<file path="config.mk">
export PLATFORM = sky130hd
export DESIGN_NAME = dte_tag_expander
export DESIGN_NICKNAME = d
export VERILOG_FILES = /design/src/dte_pkg.sv /design/src/dte_rb_if.sv /design/src/dte_tag_expander.sv /design/src/dte_readback.sv
export VERILOG_INCLUDE_DIRS = /design/src
export SDC_FILE = /design/constraint.sdc
export NUM_CORES = 1
export LEC_CHECK = 0
export ABC_CLOCK_PERIOD_IN_PS = 3940
export BUFFER_PORTS_ARGS = -buffer_cell sky130_fd_sc_hd__buf_2
export CAP_MARGIN = 25
export CELL_PAD_IN_SITES_DETAIL_PLACEMENT = 1
export CELL_PAD_IN_SITES_GLOBAL_PLACEMENT = 2
export CORE_AREA = 2 2 215 196
export DETAILED_ROUTE_END_ITERATION = 12
export DIE_AREA = 0 0 217 198
export GPL_TIMING_DRIVEN = 1
export MAX_ROUTING_LAYER = met4
export PLACE_DENSITY = 0.81
export SLEW_MARGIN = 25
export SYNTH_ARGS = -nofsm -noshare
export SYNTH_HDL_FRONTEND = slang
export SYNTH_SLANG_ARGS = --single-unit
</file>
<file path="constraint.sdc">
create_clock -name clk -period 3.94 [get_ports clk]
set_clock_uncertainty 0.1 [all_clocks]
set_input_delay 0.788 -clock clk [delete_from_list [all_inputs] [get_ports clk]]
set_output_delay 0.788 -clock clk [all_outputs]
set_load 0.005 [all_outputs]
</file>
<file path="src/dte_cfg.svh">
`ifndef DTE_CFG_SVH
`define DTE_CFG_SVH

// Tag word layout
`define DTE_CM_HI        31
`define DTE_CM_LO        16
`define DTE_IDX_BIT      15
`define DTE_INC_BIT      14
`define DTE_TAG_HI       8
`define DTE_TAG_LO       0
`define DTE_GRP_HI       8
`define DTE_GRP_LO       4
`define DTE_OFS_HI       3
`define DTE_OFS_LO       0

// Widths
`define DTE_WORD_W       32
`define DTE_TAG_W        9
`define DTE_ITAG_W       10
`define DTE_CM_W         16
`define DTE_GRP_W        5
`define DTE_OFS_W        4
`define DTE_RB_DEPTH     16

// Constants
`define DTE_CM_ZERO      16'h0000
`define DTE_CM_ONE       16'h0001
`define DTE_TAG_ZERO     9'h000
`define DTE_TAG_ONE      9'h001
`define DTE_WORD_ZERO    32'h00000000
`define DTE_OFS_ZERO     4'h0

// Read back store: one major group, readable offsets and defined bits
`define DTE_RB_GROUP     5'h00
`define DTE_RB_READABLE  16'h007F
`define DTE_RB_BITMASK   32'hFFFFFFFF

`endif

</file>
<file path="src/dte_pkg.sv">
package dte_pkg;
  typedef enum logic [0:0] {
    DTE_ST_TAGWORD = 1'b0,
    DTE_ST_DATA    = 1'b1
  } dte_state_t;

  typedef enum logic [1:0] {
    DTE_MODE_HOLD = 2'b00,
    DTE_MODE_INC  = 2'b01,
    DTE_MODE_IDX  = 2'b10
  } dte_mode_t;
endpackage

</file>
<file path="src/dte_rb_if.sv">
`timescale 1ns/1ns
`include "dte_cfg.svh"

interface dte_rb_if;
  logic                      wr_en;
  logic [`DTE_TAG_W-1:0]     wr_tag;
  logic [`DTE_WORD_W-1:0]    wr_data;
  logic                      rd_en;
  logic [`DTE_TAG_W-1:0]     rd_addr;
  logic [`DTE_WORD_W-1:0]    rd_data;
  logic                      rd_valid;

  modport store (
    input  wr_en,
    input  wr_tag,
    input  wr_data,
    input  rd_en,
    input  rd_addr,
    output rd_data,
    output rd_valid
  );

  modport user (
    output wr_en,
    output wr_tag,
    output wr_data,
    output rd_en,
    output rd_addr,
    input  rd_data,
    input  rd_valid
  );
endinterface

</file>
<file path="src/dte_tag_expander.sv">
`timescale 1ns/1ns
`include "dte_cfg.svh"

module dte_tag_expander (
  input  wire logic                   clk,
  input  wire logic                   rst,
  // Word stream from host memory
  input  wire logic                   in_valid,
  output logic                        in_ready,
  input  wire logic [`DTE_WORD_W-1:0] in_word,
  input  wire logic                   target_three_d,
  // Pair output to the two pipeline input FIFOs
  output logic                        two_d_input_fifo_valid,
  input  wire logic                   two_d_input_fifo_ready,
  output logic                        three_d_input_fifo_valid,
  input  wire logic                   three_d_input_fifo_ready,
  output logic [`DTE_ITAG_W-1:0]      pair_tag,
  output logic [`DTE_WORD_W-1:0]      pair_data,
  // Read back port
  input  wire logic                   rb_rd_en,
  input  wire logic [`DTE_TAG_W-1:0]  rb_rd_addr,
  output logic [`DTE_WORD_W-1:0]      rb_rd_data,
  output logic                        rb_rd_valid,
  // Status
  output logic                        busy
);

  dte_pkg::dte_state_t      state_ff;
  dte_pkg::dte_state_t      nxt_state;
  dte_pkg::dte_mode_t       mode_ff;
  dte_pkg::dte_mode_t       nxt_mode;
  logic [`DTE_TAG_W-1:0]    tag_ff;
  logic [`DTE_TAG_W-1:0]    nxt_tag;
  logic [`DTE_CM_W-1:0]     cm_ff;
  logic [`DTE_CM_W-1:0]     nxt_cm;
  logic                     ctx_ff;
  logic                     nxt_ctx;

  logic                     out_valid_ff;
  logic                     nxt_out_valid;
  logic                     out_sel_ff;
  logic                     nxt_out_sel;
  logic [`DTE_ITAG_W-1:0]   out_tag_ff;
  logic [`DTE_ITAG_W-1:0]   nxt_out_tag;
  logic [`DTE_WORD_W-1:0]   out_data_ff;
  logic [`DTE_WORD_W-1:0]   nxt_out_data;

  logic                     sel_ready;
  logic                     out_fire;
  logic                     slot_free;
  logic                     in_fire;
  logic [`DTE_OFS_W-1:0]    low_ofs;
  logic [`DTE_TAG_W-1:0]    gen_tag;
  logic                     last_word;

  // Fields of the word on offer
  logic [`DTE_TAG_W-1:0]    word_tag;
  logic [`DTE_CM_W-1:0]     word_cm;
  dte_pkg::dte_mode_t       word_mode;
  logic                     word_empty;

  // Registered status
  logic                     nxt_busy;
  logic                     busy_ff;

  dte_rb_if rb ();

  // Lowest set mask bit gives the next offset
  function automatic logic [`DTE_OFS_W-1:0] dte_lowest(input logic [`DTE_CM_W-1:0] m);
    logic [`DTE_OFS_W-1:0] r;
    r = `DTE_OFS_ZERO;
    // Walking downward leaves the lowest set bit as the last one written
    for (int i = `DTE_CM_W - 1; i >= 0; i--) begin
      if (m[i]) begin
        r = i[`DTE_OFS_W-1:0];
      end
    end
    return r;
  endfunction

  // Output slot drains only into a FIFO with room
  // A refused pair keeps its tag and data; data words on the input side wait instead, tag words are still taken
  assign sel_ready = out_sel_ff ? three_d_input_fifo_ready : two_d_input_fifo_ready;
  assign out_fire  = out_valid_ff && sel_ready;
  assign slot_free = !out_valid_ff || sel_ready;

  // Tag words are always taken; data words wait for a free slot
  always_comb begin
    if (state_ff == dte_pkg::DTE_ST_DATA) begin
      in_ready = slot_free;
    end else begin
      in_ready = 1'b1;
    end
  end
  assign in_fire = in_valid && in_ready;

  assign word_tag = in_word[`DTE_TAG_HI:`DTE_TAG_LO];
  assign word_cm  = in_word[`DTE_CM_HI:`DTE_CM_LO];

  // Indexed wins if both mode bits are set
  always_comb begin
    if (in_word[`DTE_IDX_BIT]) begin
      word_mode = dte_pkg::DTE_MODE_IDX;
    end else if (in_word[`DTE_INC_BIT]) begin
      word_mode = dte_pkg::DTE_MODE_INC;
    end else begin
      word_mode = dte_pkg::DTE_MODE_HOLD;
    end
  end

  // An empty mask names no offset, so no data word may follow it
  assign word_empty = (word_mode == dte_pkg::DTE_MODE_IDX) && (word_cm == `DTE_CM_ZERO);

  // Ascending offset order within the mask
  assign low_ofs = dte_lowest(cm_ff);

  always_comb begin
    case (mode_ff)
      // Mask bit picks offset; group kept, offset field unused
      dte_pkg::DTE_MODE_IDX: begin
        gen_tag = {tag_ff[`DTE_GRP_HI:`DTE_GRP_LO], low_ofs};
      end
      default: begin
        gen_tag = tag_ff;
      end
    endcase
  end

  always_comb begin
    case (mode_ff)
      dte_pkg::DTE_MODE_IDX: begin
        last_word = ((cm_ff & (cm_ff - `DTE_CM_ONE)) == `DTE_CM_ZERO);
      end
      default: begin
        // Count of zero is the final word
        last_word = (cm_ff == `DTE_CM_ZERO);
      end
    endcase
  end

  // Expansion state
  always_comb begin
    nxt_state = state_ff;
    nxt_mode  = mode_ff;
    nxt_tag   = tag_ff;
    nxt_cm    = cm_ff;
    nxt_ctx   = ctx_ff;
    case (state_ff)
      dte_pkg::DTE_ST_TAGWORD: begin
        if (in_fire) begin
          // Split the tag word into its fields
          nxt_tag  = word_tag;
          nxt_cm   = word_cm;
          nxt_ctx  = target_three_d;
          // Mode decides how count-or-mask is read
          nxt_mode = word_mode;
          if (word_empty) begin
            nxt_state = dte_pkg::DTE_ST_TAGWORD;
          end else begin
            nxt_state = dte_pkg::DTE_ST_DATA;
          end
        end
      end
      dte_pkg::DTE_ST_DATA: begin
        if (in_fire) begin
          case (mode_ff)
            dte_pkg::DTE_MODE_IDX: begin
              // Retire the bit just used
              nxt_cm = cm_ff & (cm_ff - `DTE_CM_ONE);
            end
            dte_pkg::DTE_MODE_INC: begin
              // Step the tag for the next word
              nxt_tag = tag_ff + `DTE_TAG_ONE;
              nxt_cm  = cm_ff - `DTE_CM_ONE;
            end
            default: begin
              nxt_cm = cm_ff - `DTE_CM_ONE;
            end
          endcase
          // Local count only, no transfer length involved
          if (last_word) begin
            nxt_state = dte_pkg::DTE_ST_TAGWORD;
          end
        end
      end
      default: begin
        nxt_state = dte_pkg::DTE_ST_TAGWORD;
      end
    endcase
  end

  always_ff @(posedge clk) begin
    if (rst) begin
      state_ff <= dte_pkg::DTE_ST_TAGWORD;
      mode_ff  <= dte_pkg::DTE_MODE_HOLD;
      tag_ff   <= `DTE_TAG_ZERO;
      cm_ff    <= `DTE_CM_ZERO;
      ctx_ff   <= 1'b0;
    end else begin
      state_ff <= nxt_state;
      mode_ff  <= nxt_mode;
      tag_ff   <= nxt_tag;
      cm_ff    <= nxt_cm;
      ctx_ff   <= nxt_ctx;
    end
  end

  // Output slot: one registered pair, refilled in the cycle it drains
  always_comb begin
    nxt_out_valid = out_valid_ff;
    nxt_out_sel   = out_sel_ff;
    nxt_out_tag   = out_tag_ff;
    nxt_out_data  = out_data_ff;
    if (out_fire) begin
      nxt_out_valid = 1'b0;
    end
    // Data word becomes a pair for the selected FIFO
    if (in_fire && (state_ff == dte_pkg::DTE_ST_DATA)) begin
      nxt_out_valid = 1'b1;
      nxt_out_sel   = ctx_ff;
      // Context bit above the 9-bit grouped tag
      nxt_out_tag   = {ctx_ff, gen_tag};
      nxt_out_data  = in_word;
    end
  end

  always_ff @(posedge clk) begin
    if (rst) begin
      out_valid_ff <= 1'b0;
      out_sel_ff   <= 1'b0;
      out_tag_ff   <= {1'b0, `DTE_TAG_ZERO};
      out_data_ff  <= `DTE_WORD_ZERO;
    end else begin
      out_valid_ff <= nxt_out_valid;
      out_sel_ff   <= nxt_out_sel;
      out_tag_ff   <= nxt_out_tag;
      out_data_ff  <= nxt_out_data;
    end
  end

  // Status follows the next values so it changes in step with the state it reports
  always_comb begin
    if (nxt_state != dte_pkg::DTE_ST_TAGWORD) begin
      nxt_busy = 1'b1;
    end else begin
      nxt_busy = nxt_out_valid;
    end
  end

  always_ff @(posedge clk) begin
    if (rst) begin
      busy_ff <= 1'b0;
    end else begin
      busy_ff <= nxt_busy;
    end
  end

  assign two_d_input_fifo_valid   = out_valid_ff && !out_sel_ff;
  assign three_d_input_fifo_valid = out_valid_ff && out_sel_ff;
  assign pair_tag                 = out_tag_ff;
  assign pair_data                = out_data_ff;
  assign busy                     = busy_ff;

  // Delivered messages go to read back, which records only the readable offsets of group 0
  assign rb.wr_en   = out_fire;
  assign rb.wr_tag  = out_tag_ff[`DTE_TAG_W-1:0];
  assign rb.wr_data = out_data_ff;
  assign rb.rd_en   = rb_rd_en;
  assign rb.rd_addr = rb_rd_addr;
  assign rb_rd_data  = rb.rd_data;
  assign rb_rd_valid = rb.rd_valid;

  dte_readback u_readback (
    .clk (clk),
    .rst (rst),
    .rb  (rb.store)
  );

endmodule

</file>
<file path="src/dte_readback.sv">
`timescale 1ns/1ns
`include "dte_cfg.svh"

module dte_readback (
  input  wire logic clk,
  input  wire logic rst,
  dte_rb_if.store   rb
);
  logic [`DTE_WORD_W-1:0] store_ff [`DTE_RB_DEPTH];
  logic [`DTE_WORD_W-1:0] nxt_store [`DTE_RB_DEPTH];
  logic [`DTE_WORD_W-1:0] rd_data_ff;
  logic [`DTE_WORD_W-1:0] nxt_rd_data;
  logic                   rd_valid_ff;
  logic                   nxt_rd_valid;
  logic                   wr_hit;
  logic                   rd_hit;
  logic [`DTE_OFS_W-1:0]  wr_idx;
  logic [`DTE_OFS_W-1:0]  rd_idx;
  logic [`DTE_CM_W-1:0]   readable;

  assign wr_idx = rb.wr_tag[`DTE_OFS_HI:`DTE_OFS_LO];
  assign rd_idx = rb.rd_addr[`DTE_OFS_HI:`DTE_OFS_LO];
  // A literal cannot be indexed, so the readable offsets live in a vector
  assign readable = `DTE_RB_READABLE;
  assign wr_hit = (rb.wr_tag[`DTE_GRP_HI:`DTE_GRP_LO] == `DTE_RB_GROUP)
                  && readable[wr_idx];
  assign rd_hit = (rb.rd_addr[`DTE_GRP_HI:`DTE_GRP_LO] == `DTE_RB_GROUP)
                  && readable[rd_idx];

  always_comb begin
    nxt_store = store_ff;
    if (rb.wr_en && wr_hit) begin
      nxt_store[wr_idx] = rb.wr_data;
    end
    nxt_rd_valid = rb.rd_en;
    nxt_rd_data  = `DTE_WORD_ZERO;
    // Stored value back; unknown or write-only reads zero
    if (rb.rd_en && rd_hit) begin
      nxt_rd_data = store_ff[rd_idx] & `DTE_RB_BITMASK;
    end
  end

  always_ff @(posedge clk) begin
    if (rst) begin
      for (int i = 0; i < `DTE_RB_DEPTH; i++) begin
        store_ff[i] <= `DTE_WORD_ZERO;
      end
      rd_data_ff  <= `DTE_WORD_ZERO;
      rd_valid_ff <= 1'b0;
    end else begin
      store_ff    <= nxt_store;
      rd_data_ff  <= nxt_rd_data;
      rd_valid_ff <= nxt_rd_valid;
    end
  end

  assign rb.rd_data  = rd_data_ff;
  assign rb.rd_valid = rd_valid_ff;
endmodule

</file>
==> summary.txt, run 1 <==
Status
  – Status: completed

GRT
  – Met1 Use GR: 29.0%
  – Largest net degree at the start of global routing: 201
  – Met2 GRT Util: 37.2%
  – Vias in the first global route: 12.8k
  – GR Util met3: 3.61%
  – Grt ovf: 0
  – Antenna violations before repair: 0
  – First-pass GRT wire length: 74,200 µm
  – GRT Total Usage: 22.6%
  – Layer with the highest usage: met2

Timing
  – Max_slew headroom: 31.8%
  – Setup TNS: 0 ps
  – RSZ-0062 raised after global routing: no
  – Fin. max-slew vios: 0
  – Period utilization: 74.9%
  – Least-Margin Pin Slew: 1020 ps
  – Hold WS: 350 ps
  – Final setup fails: 0
  – Period minus WS final: 2950 ps
  – Final hold violations: 0
  – F_max: 0.339 GHz

CTS
  – Max Root-Sink Buffers: 3
  – Post-CTS Hold Fix Bufs: 0
  – # clock sinks: 331
  – TritonCTS buffer count: 38
  – Worst skew pair latency: 530 ps
  – Clock transition at path regs: 60 ps
  – CTS H-Tree Depth: 2
  – Cells resized by post-CTS repair: 0
  – CTS tree: yes
  – Clock Tree Root: clkbuf_16
  – Postcts setup bufs: 0

Drt
  – Wire per inst: 20.1 µm
  – Post-route ant nets: 0
  – DRT iter0 DRCs: 740
  – DRT Wirelength: 47,100 µm
  – Number of vias per cell: 5.30
  – DRC: 0
  – Router iterations before antenna repair: 5
  – Routed via count: 12.4k

Critical path
  – Critical Path RT: 3050 ps
  – CP Class: flop to output port
  – Worst-path fanout max: 10
  – Startpoint Class: flop
  – Worst Path Arrival: 2060 ps
  – Worst setup EP type: output port

Final layout
  – Ratio of cells with drive above 1 in the final layout: 14.1%
  – Most frequent cells in the layout: nand2_1 (587), dfxtp_1 (331), a21oi_1 (271), buf_2 (123), nor2_1 (67)
  – Ant diodes: 0
  – P&R area growth vs syn: 14.9%
  – Utilization after layout: 39.6%
  – Final-stage net count: 1,839
  – FILL cells: 4,921
  – Most common cell after layout, fill and taps aside: nand2_1

Pwr
  – Max VDD drop: 0.252 mV
  – Power Dens Cells: 467 mW/mm²
  – Clock share of power: 46.8%
  – Gate power share: 7.1%
  – Pleak: 5.77 nW
  – Part of the power in registers: 46.1%
  – Sw frac: 24.8%
  – Sw Pwr: 1.88 mW
  – Internal power: 5.71 mW

Synth
  – EDFF count, synth: 0
  – Yosys warns: 0
  – Net Count, Synth: 1,838
  – Dominant synthesized flop cell: dfxtp_1
  – Area leader, netlist: dfxtp_1
  – Synth top area share: 46.9%
  – Async SR Flop Fraction: 0%
  – Syn_area_per_cell: 7.98 µm²
  – Register area share after synthesis: 46.9%
  – Netlist cell types: 49
  – #FFs+latches synth: 331
  – Post-Syn Area: 0.0141 mm²
  – Mapped Cells: 1,772
  – Largest cells by area after synthesis: dfxtp_1 (47%), nand2_1 (16%), a21oi_1 (9.6%), mux4_2 (5.1%), mux2i_1 (4.7%)

Floorplan
  – Die width: 217 µm
  – DIE AREA: 0.0430 mm²
  – Core outline area: 0.0410 mm²
  – Row Count: 71
  – Starting Density: 34.4%
  – Die Ht: 198 µm
  – Top Ports: 127

Flow run
  – Max Cap Viol: 0

Hold path
  – Hold Crit Class: flop to flop

Placed design
  – Gp weighted congestion: 0.845
  – Port Buf Inserts: 126
  – DP HPWL: 28,900 µm
cells by family after synthesis:
| kind of cell | share of synthesized area (%) |
|---|---|
| flip-flops | 46.9 |
| buffers and inverters | 5.75 |
| adder cells (fa/ha/maj) | 1.59 |
| AO/OA/AOI/OAI | 14.8 |
| AND/OR/NAND/NOR | 21.2 |
| multiplexers | 9.77 |
critical path, cell delays in order (launching register included):
cell     delay [ps]
dfxtp_1         400
mux2i_1         820
nand3_1         140
buf_2           170
stage by stage:
stage,area (µm²),setup slack (ps),power [mW],cells
global route,16200,823,7.88,2344
CTS,16200,956,7.67,2344
finish,16200,988,7.59,2344
detailed placement,15000,716,4.11,2280
global placement,15000,823,4.09,2280
floorplan,14100,1310,3.88,1772
synth_stat cells (2+ instances only):
library cell  number
nand2_1          587
dfxtp_1          331
a21oi_1          272
clkbuf_1         161
nor2_1            67
mux2i_1           66
o21ai_0           54
mux4_2            32
buf_2             26
nand3_1           23
ha_1              18
a222oi_1          15
a211oi_1          11
inv_1             10
buf_1              9
nor4_1             9
and3_1             7
nand2b_1           6
nand4_1            6
nor2b_1            6
a31oi_1            5
a221oi_1           4
a311oi_1           4
or4_1              4
and2_1             3
nand3b_1           3
nor3_2             3
or3_1              3
a21boi_0           2
nand4b_1           2
nor3_1             2
nor4b_1            2
o22ai_1            2
o41ai_1            2
power by group through the flow:
stage                     clock network [mW]  logic, mW  registers, mW
after floorplan                            0      0.378           3.51
after global placement                     0      0.527           3.57
after detailed placement                   0      0.538           3.57
after CTS                               3.64      0.541           3.49
after global routing                    3.78      0.596           3.50
final                                   3.55      0.540           3.50
path summary, 6_finish.rpt:
kind	from	endpoint	slack (ps)	cells past startpoint
max	out_sel_ff	in_ready	990	3
min	u_readback.store_ff[471]	u_readback.store_ff[471]	350	2
max reg2reg	cm_ff[2]	state_ff	1050	10
min reg2reg	u_readback.store_ff[471]	u_readback.store_ff[471]	350	2
routing by layer:
metal  up-vias  part of all wire [%]
met1      6162                    46
met5         -                     0
met2       257                    47
met3        71                   4.5
li1       5933                     -
met4         0                   2.2
final cells by class:
type,instances,area [µm²],area share [%]
sequential,331,6630,40.8
clock inverter,6,86.3,0.531
inverter,10,37.5,0.231
clock buffer,58,1140,7.02
tap,547,684,4.21
timing repair buffer,158,935,5.75
multi-input combinational,1234,6740,41.5
sequential cells by signal, summed over array words and instances, names as in the netlist, named ones only:
register / flops
busy: 1
u_readback.rb.rd_data: 32
state_ff: 1
pair_data: 32
mode_ff: 2
tag_ff: 9
u_readback.store_ff: 224
ctx_ff: 1
out_valid_ff: 1
cm_ff: 16
u_readback.rb.rd_valid: 1
pair_tag: 9
out_sel_ff: 1
Power figures use the tool's default switching activity.
==> run 2: changes to the inputs <==
--- a/config.mk
+++ b/config.mk
@@ -6,17 +6,17 @@
 export SDC_FILE = /design/constraint.sdc
 export NUM_CORES = 1
 export LEC_CHECK = 0
-export ABC_CLOCK_PERIOD_IN_PS = 3940
+export ABC_CLOCK_PERIOD_IN_PS = 3100
 export BUFFER_PORTS_ARGS = -buffer_cell sky130_fd_sc_hd__buf_2
 export CAP_MARGIN = 25
 export CELL_PAD_IN_SITES_DETAIL_PLACEMENT = 1
 export CELL_PAD_IN_SITES_GLOBAL_PLACEMENT = 2
-export CORE_AREA = 2 2 215 196
+export CORE_AREA = 2 2 222 202
 export DETAILED_ROUTE_END_ITERATION = 12
-export DIE_AREA = 0 0 217 198
+export DIE_AREA = 0 0 224 204
 export GPL_TIMING_DRIVEN = 1
 export MAX_ROUTING_LAYER = met4
-export PLACE_DENSITY = 0.81
+export PLACE_DENSITY = 0.77
 export SLEW_MARGIN = 25
 export SYNTH_ARGS = -nofsm -noshare
 export SYNTH_HDL_FRONTEND = slang
==> constraint.sdc (replaced) <==
create_clock -name clk -period 3.1 [get_ports clk]
set_clock_uncertainty 0.1 [all_clocks]
set_input_delay 0.62 -clock clk [delete_from_list [all_inputs] [get_ports clk]]
set_output_delay 0.62 -clock clk [all_outputs]
set_load 0.005 [all_outputs]
==> summary.txt, run 2 (synthesized netlist as in run 1, its figures left out) <==
GRT
  – GR Util met3: 2.98% (-0.63 points)
  – Met2 GRT Util: 35.7% (-1.4 points)
  – GRT Total Usage: 21.9% (-0.77 points)
  – Antenna violations before repair: 1 (+1)
  – Largest net degree at the start of global routing: 156 (-22%)
  – Layer with the highest usage: met2
  – Met1 Use GR: 28.6% (-0.42 points)
  – Grt ovf: 0 (unchanged)
  – First-pass GRT wire length: 75,500 µm (+1.7%)
  – Vias in the first global route: 12.9k (+0.74%)

CTS
  – Worst skew pair latency: 560 ps (+30 ps)
  – Cells resized by post-CTS repair: 0 (unchanged)
  – CTS H-Tree Depth: 2 (unchanged)
  – TritonCTS buffer count: 38 (unchanged)
  – Postcts setup bufs: 0 (unchanged)
  – Max Root-Sink Buffers: 3 (unchanged)
  – CTS tree: yes
  – Post-CTS Hold Fix Bufs: 0 (unchanged)
  – Clock transition at path regs: 60 ps (about the same)
  – # clock sinks: 331 (unchanged)
  – Clock Tree Root: clkbuf_16

Pwr
  – Sw Pwr: 2.47 mW (+32%)
  – Clock share of power: 48.2% (+1.4 points)
  – Power Dens Cells: 599 mW/mm² (+28%)
  – Sw frac: 24.8% (+0.082 points)
  – Internal power: 7.48 mW (+31%)
  – Pleak: 5.94 nW (+3.0%)
  – Max VDD drop: 0.324 mV (+29%)
  – Part of the power in registers: 44.5% (-1.6 points)
  – Gate power share: 7.3% (+0.2 points)
  – Total power: 9.95 mW (+31%)

Floorplan
  – Core outline area: 0.0436 mm² (+6.2%)
  – DIE AREA: 0.0457 mm² (+6.4%)
  – Die Ht: 204 µm (+3.0%)
  – Die width: 224 µm (+3.2%)
  – Top Ports: 127 (unchanged)
  – Row Count: 73 (+2.8%)
  – Starting Density: 32.4% (-2.0 points)

Critical path
  – Critical Path RT: 3430 ps (+380 ps)
  – Worst-path fanout max: 6 (-4)
  – Worst setup EP type: flop
  – CP Class: flop to flop
  – Startpoint Class: flop
  – Worst Path Arrival: 3250 ps (+1190 ps)

Final layout
  – Final non-filler cell total: 2,376 (+1.4%)
  – Ratio of cells with drive above 1 in the final layout: 15.2% (+1.1 points)
  – Final-stage net count: 1,850 (+0.60%)
  – Most flop-heavy register: u_readback.store_ff
  – Most common cell after layout, fill and taps aside: nand2_1
  – Number of flip-flops in the largest register: 224 (unchanged)
  – Utilization after layout: 38.1% (-1.5 points)
  – P&R area growth vs syn: 17.5%
  – Most frequent cells in the layout: nand2_1 (587), dfxtp_1 (331), a21oi_1 (271), buf_2 (123), nor2_1 (67)

Drt
  – DRC: 0 (unchanged)
  – DRT iter0 DRCs: 875 (+18%)
  – Wire per inst: 20.4 µm (+1.6%)
  – Router iterations before antenna repair: 8 (+3)
  – Number of vias per cell: 5.26 (-0.77%)
  – DRT Wirelength: 48,500 µm (+3.0%)
  – Post-route ant nets: 0 (unchanged)
  – Routed via count: 12.5k (+0.59%)

Placed design
  – Gp weighted congestion: 0.811 (-3.9%)
  – Dpl cells: 2,306 (+1.1%)
  – DP HPWL: 29,400 µm (+1.6%)
  – Port Buf Inserts: 126 (unchanged)
  – Pre-CTS setup slack: 183 ps (-533 ps)

Timing
  – Fin. max-slew vios: 0 (unchanged)
  – Least-Margin Pin Slew: 1020 ps (-1.49 ps)
  – Final hold violations: 0 (unchanged)
  – Final worst-path setup slack: 184 ps (-804 ps)
  – Setup TNS: 0 ps (unchanged)
  – Period minus WS final: 2920 ps
  – Period utilization: 94.1%
  – F_max: 0.343 GHz
  – Max_slew headroom: 31.5% (-0.36 points)
  – RSZ-0062 raised after global routing: no
  – Final setup fails: 0 (unchanged)

Status
  – Status: completed

Hold path
  – Hold Crit Class: input pin to flop

Flow run
  – Max Cap Viol: 0 (unchanged)
==> run 2: final timing paths <==
check,start,end,slack (ps),depth (start not counted)
worst max-delay path,cm_ff[4],state_ff,180,10
worst min-delay path,in_word[13],pair_data[13],200,3
worst max register to register,cm_ff[4],state_ff,180,10
worst min register to register,u_readback.store_ff[379],u_readback.store_ff[379],350,2
==> run 2: layout make-up <==
class	instances	area, µm²
Fill cell	5109	27000
Multi-Input combinational cell	1234	6740
Sequential cell	331	6630
Timing Repair Buffer	169	1180
Clock buffer	52	1090
Tap cell	562	703
Clock inverter	17	224
Inverter	10	37.5
Antenna cell	1	2.50
==> run 2: worst max-delay path, stage by stage (launching register included) <==
cell and delay (ps):
dfxtp_1 360, nor4_1 380, and2_1 330, nand2_1 110, or3_1 330, ha_1 210
nor4_1 330, nand3_1 190, o22a_1 230, o21ai_0 150, a21oi_1 80
==> run 2: power groups by stage <==
stage,sequential (mW),clock [mW],combinational (mW)
after floorplan,4.46,0,0.481
after global placement,4.52,0,0.711
after detailed placement,4.53,0,0.722
after CTS,4.43,4.91,0.725
after global routing,4.44,5.08,0.793
final,4.43,4.79,0.723
==> run 2: per-layer routing <==
metal  up-vias  share of wire, %
met5         -                 0
met4         0               1.7
met3        64               4.4
met2       271                48
met1      6197                46
li1       5964                 -
==> run 2: metrics by stage <==
stage                     hold slack (ps)  cell area [µm²]
after floorplan                       329            14100
after global placement                335            15300
after detailed placement              344            15300
after CTS                             171            16600
after global routing                  205            16600
final                                 199            16600
==> run 3: changes to the inputs <==
--- a/config.mk
+++ b/config.mk
@@ -11,13 +11,14 @@
 export CAP_MARGIN = 25
 export CELL_PAD_IN_SITES_DETAIL_PLACEMENT = 1
 export CELL_PAD_IN_SITES_GLOBAL_PLACEMENT = 2
-export CORE_AREA = 2 2 222 202
+export CORE_AREA = 2 2 219 200
 export DETAILED_ROUTE_END_ITERATION = 12
-export DIE_AREA = 0 0 224 204
+export DIE_AREA = 0 0 221 202
 export GPL_TIMING_DRIVEN = 1
 export MAX_ROUTING_LAYER = met4
-export PLACE_DENSITY = 0.77
+export PLACE_DENSITY = 0.78
 export SLEW_MARGIN = 25
 export SYNTH_ARGS = -nofsm -noshare
 export SYNTH_HDL_FRONTEND = slang
+export SYNTH_HIERARCHICAL = 1
 export SYNTH_SLANG_ARGS = --single-unit
==> summary.txt, run 3 <==
Pwr
  – Max VDD drop: 0.277 mV (-14%)
  – Pleak: 5.89 nW (-0.85%)
  – Power Dens Cells: 583 mW/mm² (-2.7%)

Timing
  – Max_slew headroom: 30.7% (-0.81 points)
  – Fin. max-slew vios: 0 (unchanged)
  – Least-Margin Pin Slew: 1040 ps (+19.0 ps)
  – RSZ-0062 raised after global routing: no
  – Final setup fails: 0 (unchanged)
  – Setup TNS: 0 ps (unchanged)
  – Period utilization: 90.2% (-3.9 points)
  – Period minus WS final: 2800 ps (-121 ps)
  – F_max: 0.358 GHz (+4.3%)
  – Hold WS: 188 ps (-11.4 ps)
  – Final hold violations: 0 (unchanged)

Floorplan
  – Row Count: 72 (-1.4%)
  – DIE AREA: 0.0446 mm² (-2.3%)
  – Starting Density: 33.6% (+1.1 points)
  – Top Ports: 127 (unchanged)
  – Die width: 221 µm (-1.3%)
  – Die Ht: 202 µm (-0.98%)
  – Core outline area: 0.0424 mm² (-2.6%)

Synth
  – Register area share after synthesis: 46.4% (-0.48 points)
  – Area leader, netlist: dfxtp_1
  – Yosys warns: 6 (+6)
  – EDFF count, synth: 0 (unchanged)
  – #FFs+latches synth: 330 (-0.30%)
  – Netlist cell types: 59 (+20%)
  – Syn_area_per_cell: 8.34 µm² (+4.6%)
  – Commonest cells post-synth: nand2_1 (591), dfxtp_1 (330), a21oi_1 (289), clkbuf_1 (70), mux2i_1 (52)
  – Post-Syn Area: 0.0142 mm² (+0.73%)
  – Net Count, Synth: 1,773 (-3.5%)
  – Dominant synthesized flop cell: dfxtp_1
  – Largest cells by area after synthesis: dfxtp_1 (46%), nand2_1 (16%), a21oi_1 (10%), mux4_2 (5.1%), mux2i_1 (3.7%)
  – Async SR Flop Fraction: 0% (unchanged)
  – Cell with the most instances after synthesis: nand2_1
  – Synth top area share: 46.4% (-0.48 points)
  – Mapped Cells: 1,707 (-3.7%)

Critical path
  – Worst reg2reg startpoint: cm_ff[4]
  – Worst-path fanout max: 4 (-2)
  – R2r setup slk: 300 ps (+120 ps)
  – Worst reg2reg path depth: 9 (-1)
  – Worst reg2reg path endpoint: state_ff
  – Worst setup EP type: flop
  – Worst setup path end: state_ff
  – Worst Path Arrival: 3070 ps (-180 ps)
  – Worst Setup SP: cm_ff[4]
  – CP Class: flop to flop
  – Startpoint Class: flop
  – Critical Path RT: 3370 ps (-60 ps)

GRT
  – Largest net degree at the start of global routing: 213 (+37%)
  – Layer with the highest usage: met2
  – First-pass GRT wire length: 75,600 µm (+0.22%)
  – Antenna violations before repair: 1 (unchanged)
  – Met2 GRT Util: 35.4% (-0.39 points)
  – Vias in the first global route: 12.8k (-0.67%)
  – GRT Total Usage: 22.1% (+0.22 points)
  – GR Util met3: 3.17% (+0.19 points)
  – Met1 Use GR: 29.9% (+1.3 points)
  – Grt ovf: 0 (unchanged)

CTS
  – # clock sinks: 330 (-0.30%)
  – Worst skew pair latency: 550 ps (about the same)
  – Max Root-Sink Buffers: 3 (unchanged)
  – Postcts setup bufs: 0 (unchanged)
  – TritonCTS buffer count: 38 (unchanged)
  – Clock transition at path regs: 60 ps (about the same)
  – Clock Tree Root: clkbuf_16
  – Cells resized by post-CTS repair: 0 (unchanged)
  – CTS tree: yes
  – CTS H-Tree Depth: 2 (unchanged)
  – Post-CTS Hold Fix Bufs: 0 (unchanged)

Drt
  – Wire per inst: 20.4 µm (+0.12%)
  – DRT iter0 DRCs: 804 (-8.1%)
  – DRT Wirelength: 48,400 µm (about the same)
  – Router iterations before antenna repair: 5 (-3)
  – Number of vias per cell: 5.27 (+0.23%)
  – DRC: 0 (unchanged)
  – Routed via count: 12.5k (+0.064%)
  – Post-route ant nets: 0 (unchanged)

Final layout
  – Ratio of cells with drive above 1 in the final layout: 16.2% (+1.0 points)
  – Most frequent cells in the layout: nand2_1 (591), dfxtp_1 (329), a21oi_1 (289), buf_2 (124), mux2i_1 (52)
  – Number of flip-flops in the largest register: 224 (unchanged)
  – Most common cell after layout, fill and taps aside: nand2_1
  – Final-stage net count: 1,858 (+0.43%)
  – Most flop-heavy register: u_readback/store_ff
  – Ant diodes: 0 (-1)
  – P&R area growth vs syn: 16.9%

Flow run
  – Max Cap Viol: 0 (unchanged)

Status
  – Status: completed

Hold path
  – Hold Crit Class: input pin to flop

Placed design
  – Port Buf Inserts: 126 (unchanged)
  – Gp weighted congestion: 0.803 (-1.0%)
  – DP HPWL: 30,700 µm (+4.4%)
[run 3: how the worst min path moves through the flow]
stage / cells past startpoint / slack (ps) / start / end
global route: 2 / 170 / rst / u_readback/rb.rd_valid
finish: 2 / 190 / rst / u_readback/rb.rd_valid
detailed placement: 2 / 350 / u_readback/store_ff[412] / u_readback/store_ff[412]
CTS: 2 / 160 / rst / u_readback/rb.rd_valid
global placement: 2 / 340 / u_readback/store_ff[431] / u_readback/store_ff[431]
floorplan: 2 / 330 / ctx_ff / out_sel_ff
[run 3: cells by family (layout without fill, tap and decap cells)]
| logic type | count (synthesis) | after routing | share of synthesized area, % |
|---|---|---|---|
| and+or+nand+nor | 739 | 739 | 22.0 |
| AOI/OAI and AO/OA | 390 | 390 | 16.0 |
| DFF | 330 | 330 | 46.4 |
| buffers and inverters | 146 | 256 | 5.29 |
| muxes | 84 | 84 | 8.72 |
| adders and majority gates | 18 | 18 | 1.58 |
[run 3: report_power, final]
| part | switching [mW] | internal (mW) | total (mW) |
|---|---|---|---|
| combinational | 0.450 | 0.268 | 0.718 |
| sequential | 0.119 | 4.30 | 4.42 |
| clock | 1.82 | 2.76 | 4.57 |
| total | 2.39 | 7.32 | 9.71 |
[run 3: final cells by class]
class / count / area [µm²]
multi-input cells: 1231 / 6900
repair buffers: 180 / 1160
flip-flops and latches: 330 / 6610
well taps: 555 / 694
clock buffers: 53 / 1080
inverters: 11 / 41.3
fillers: 5051 / 25800
clock inverters: 12 / 166
[run 3: routing by layer]
layer	up-vias	wire [µm]	part of all wire [%]
met1	6225	23600	49
li1	6002	-	-
met4	0	726	1.5
met2	222	22300	46
met5	-	0	0
met3	55	1830	3.8
[run 3: through the flow]
stage               power (mW)  utilization [%]  worst slack, ps  instances  area, µm²
floorplan                 4.92                -              478       1707      14200
global placement          5.22             36.3              285       2307      15400
detailed placement        5.23             36.3              243       2307      15400
CTS                       9.84             39.2              292       2372      16600
global route              10.1             39.2             75.7       2372      16600
finish                    9.71             39.2              305       2372      16600
[run 3: critical path, stage by stage, from the launching register on]
cell and delay [ps]:
dfxtp_1 330, nor4_2 420, and3_1 310, nand3_1 100
ha_1 230, nor4_1 360, nand2_1 130, nor4_1 350
a31o_2 230, a211oi_1 70
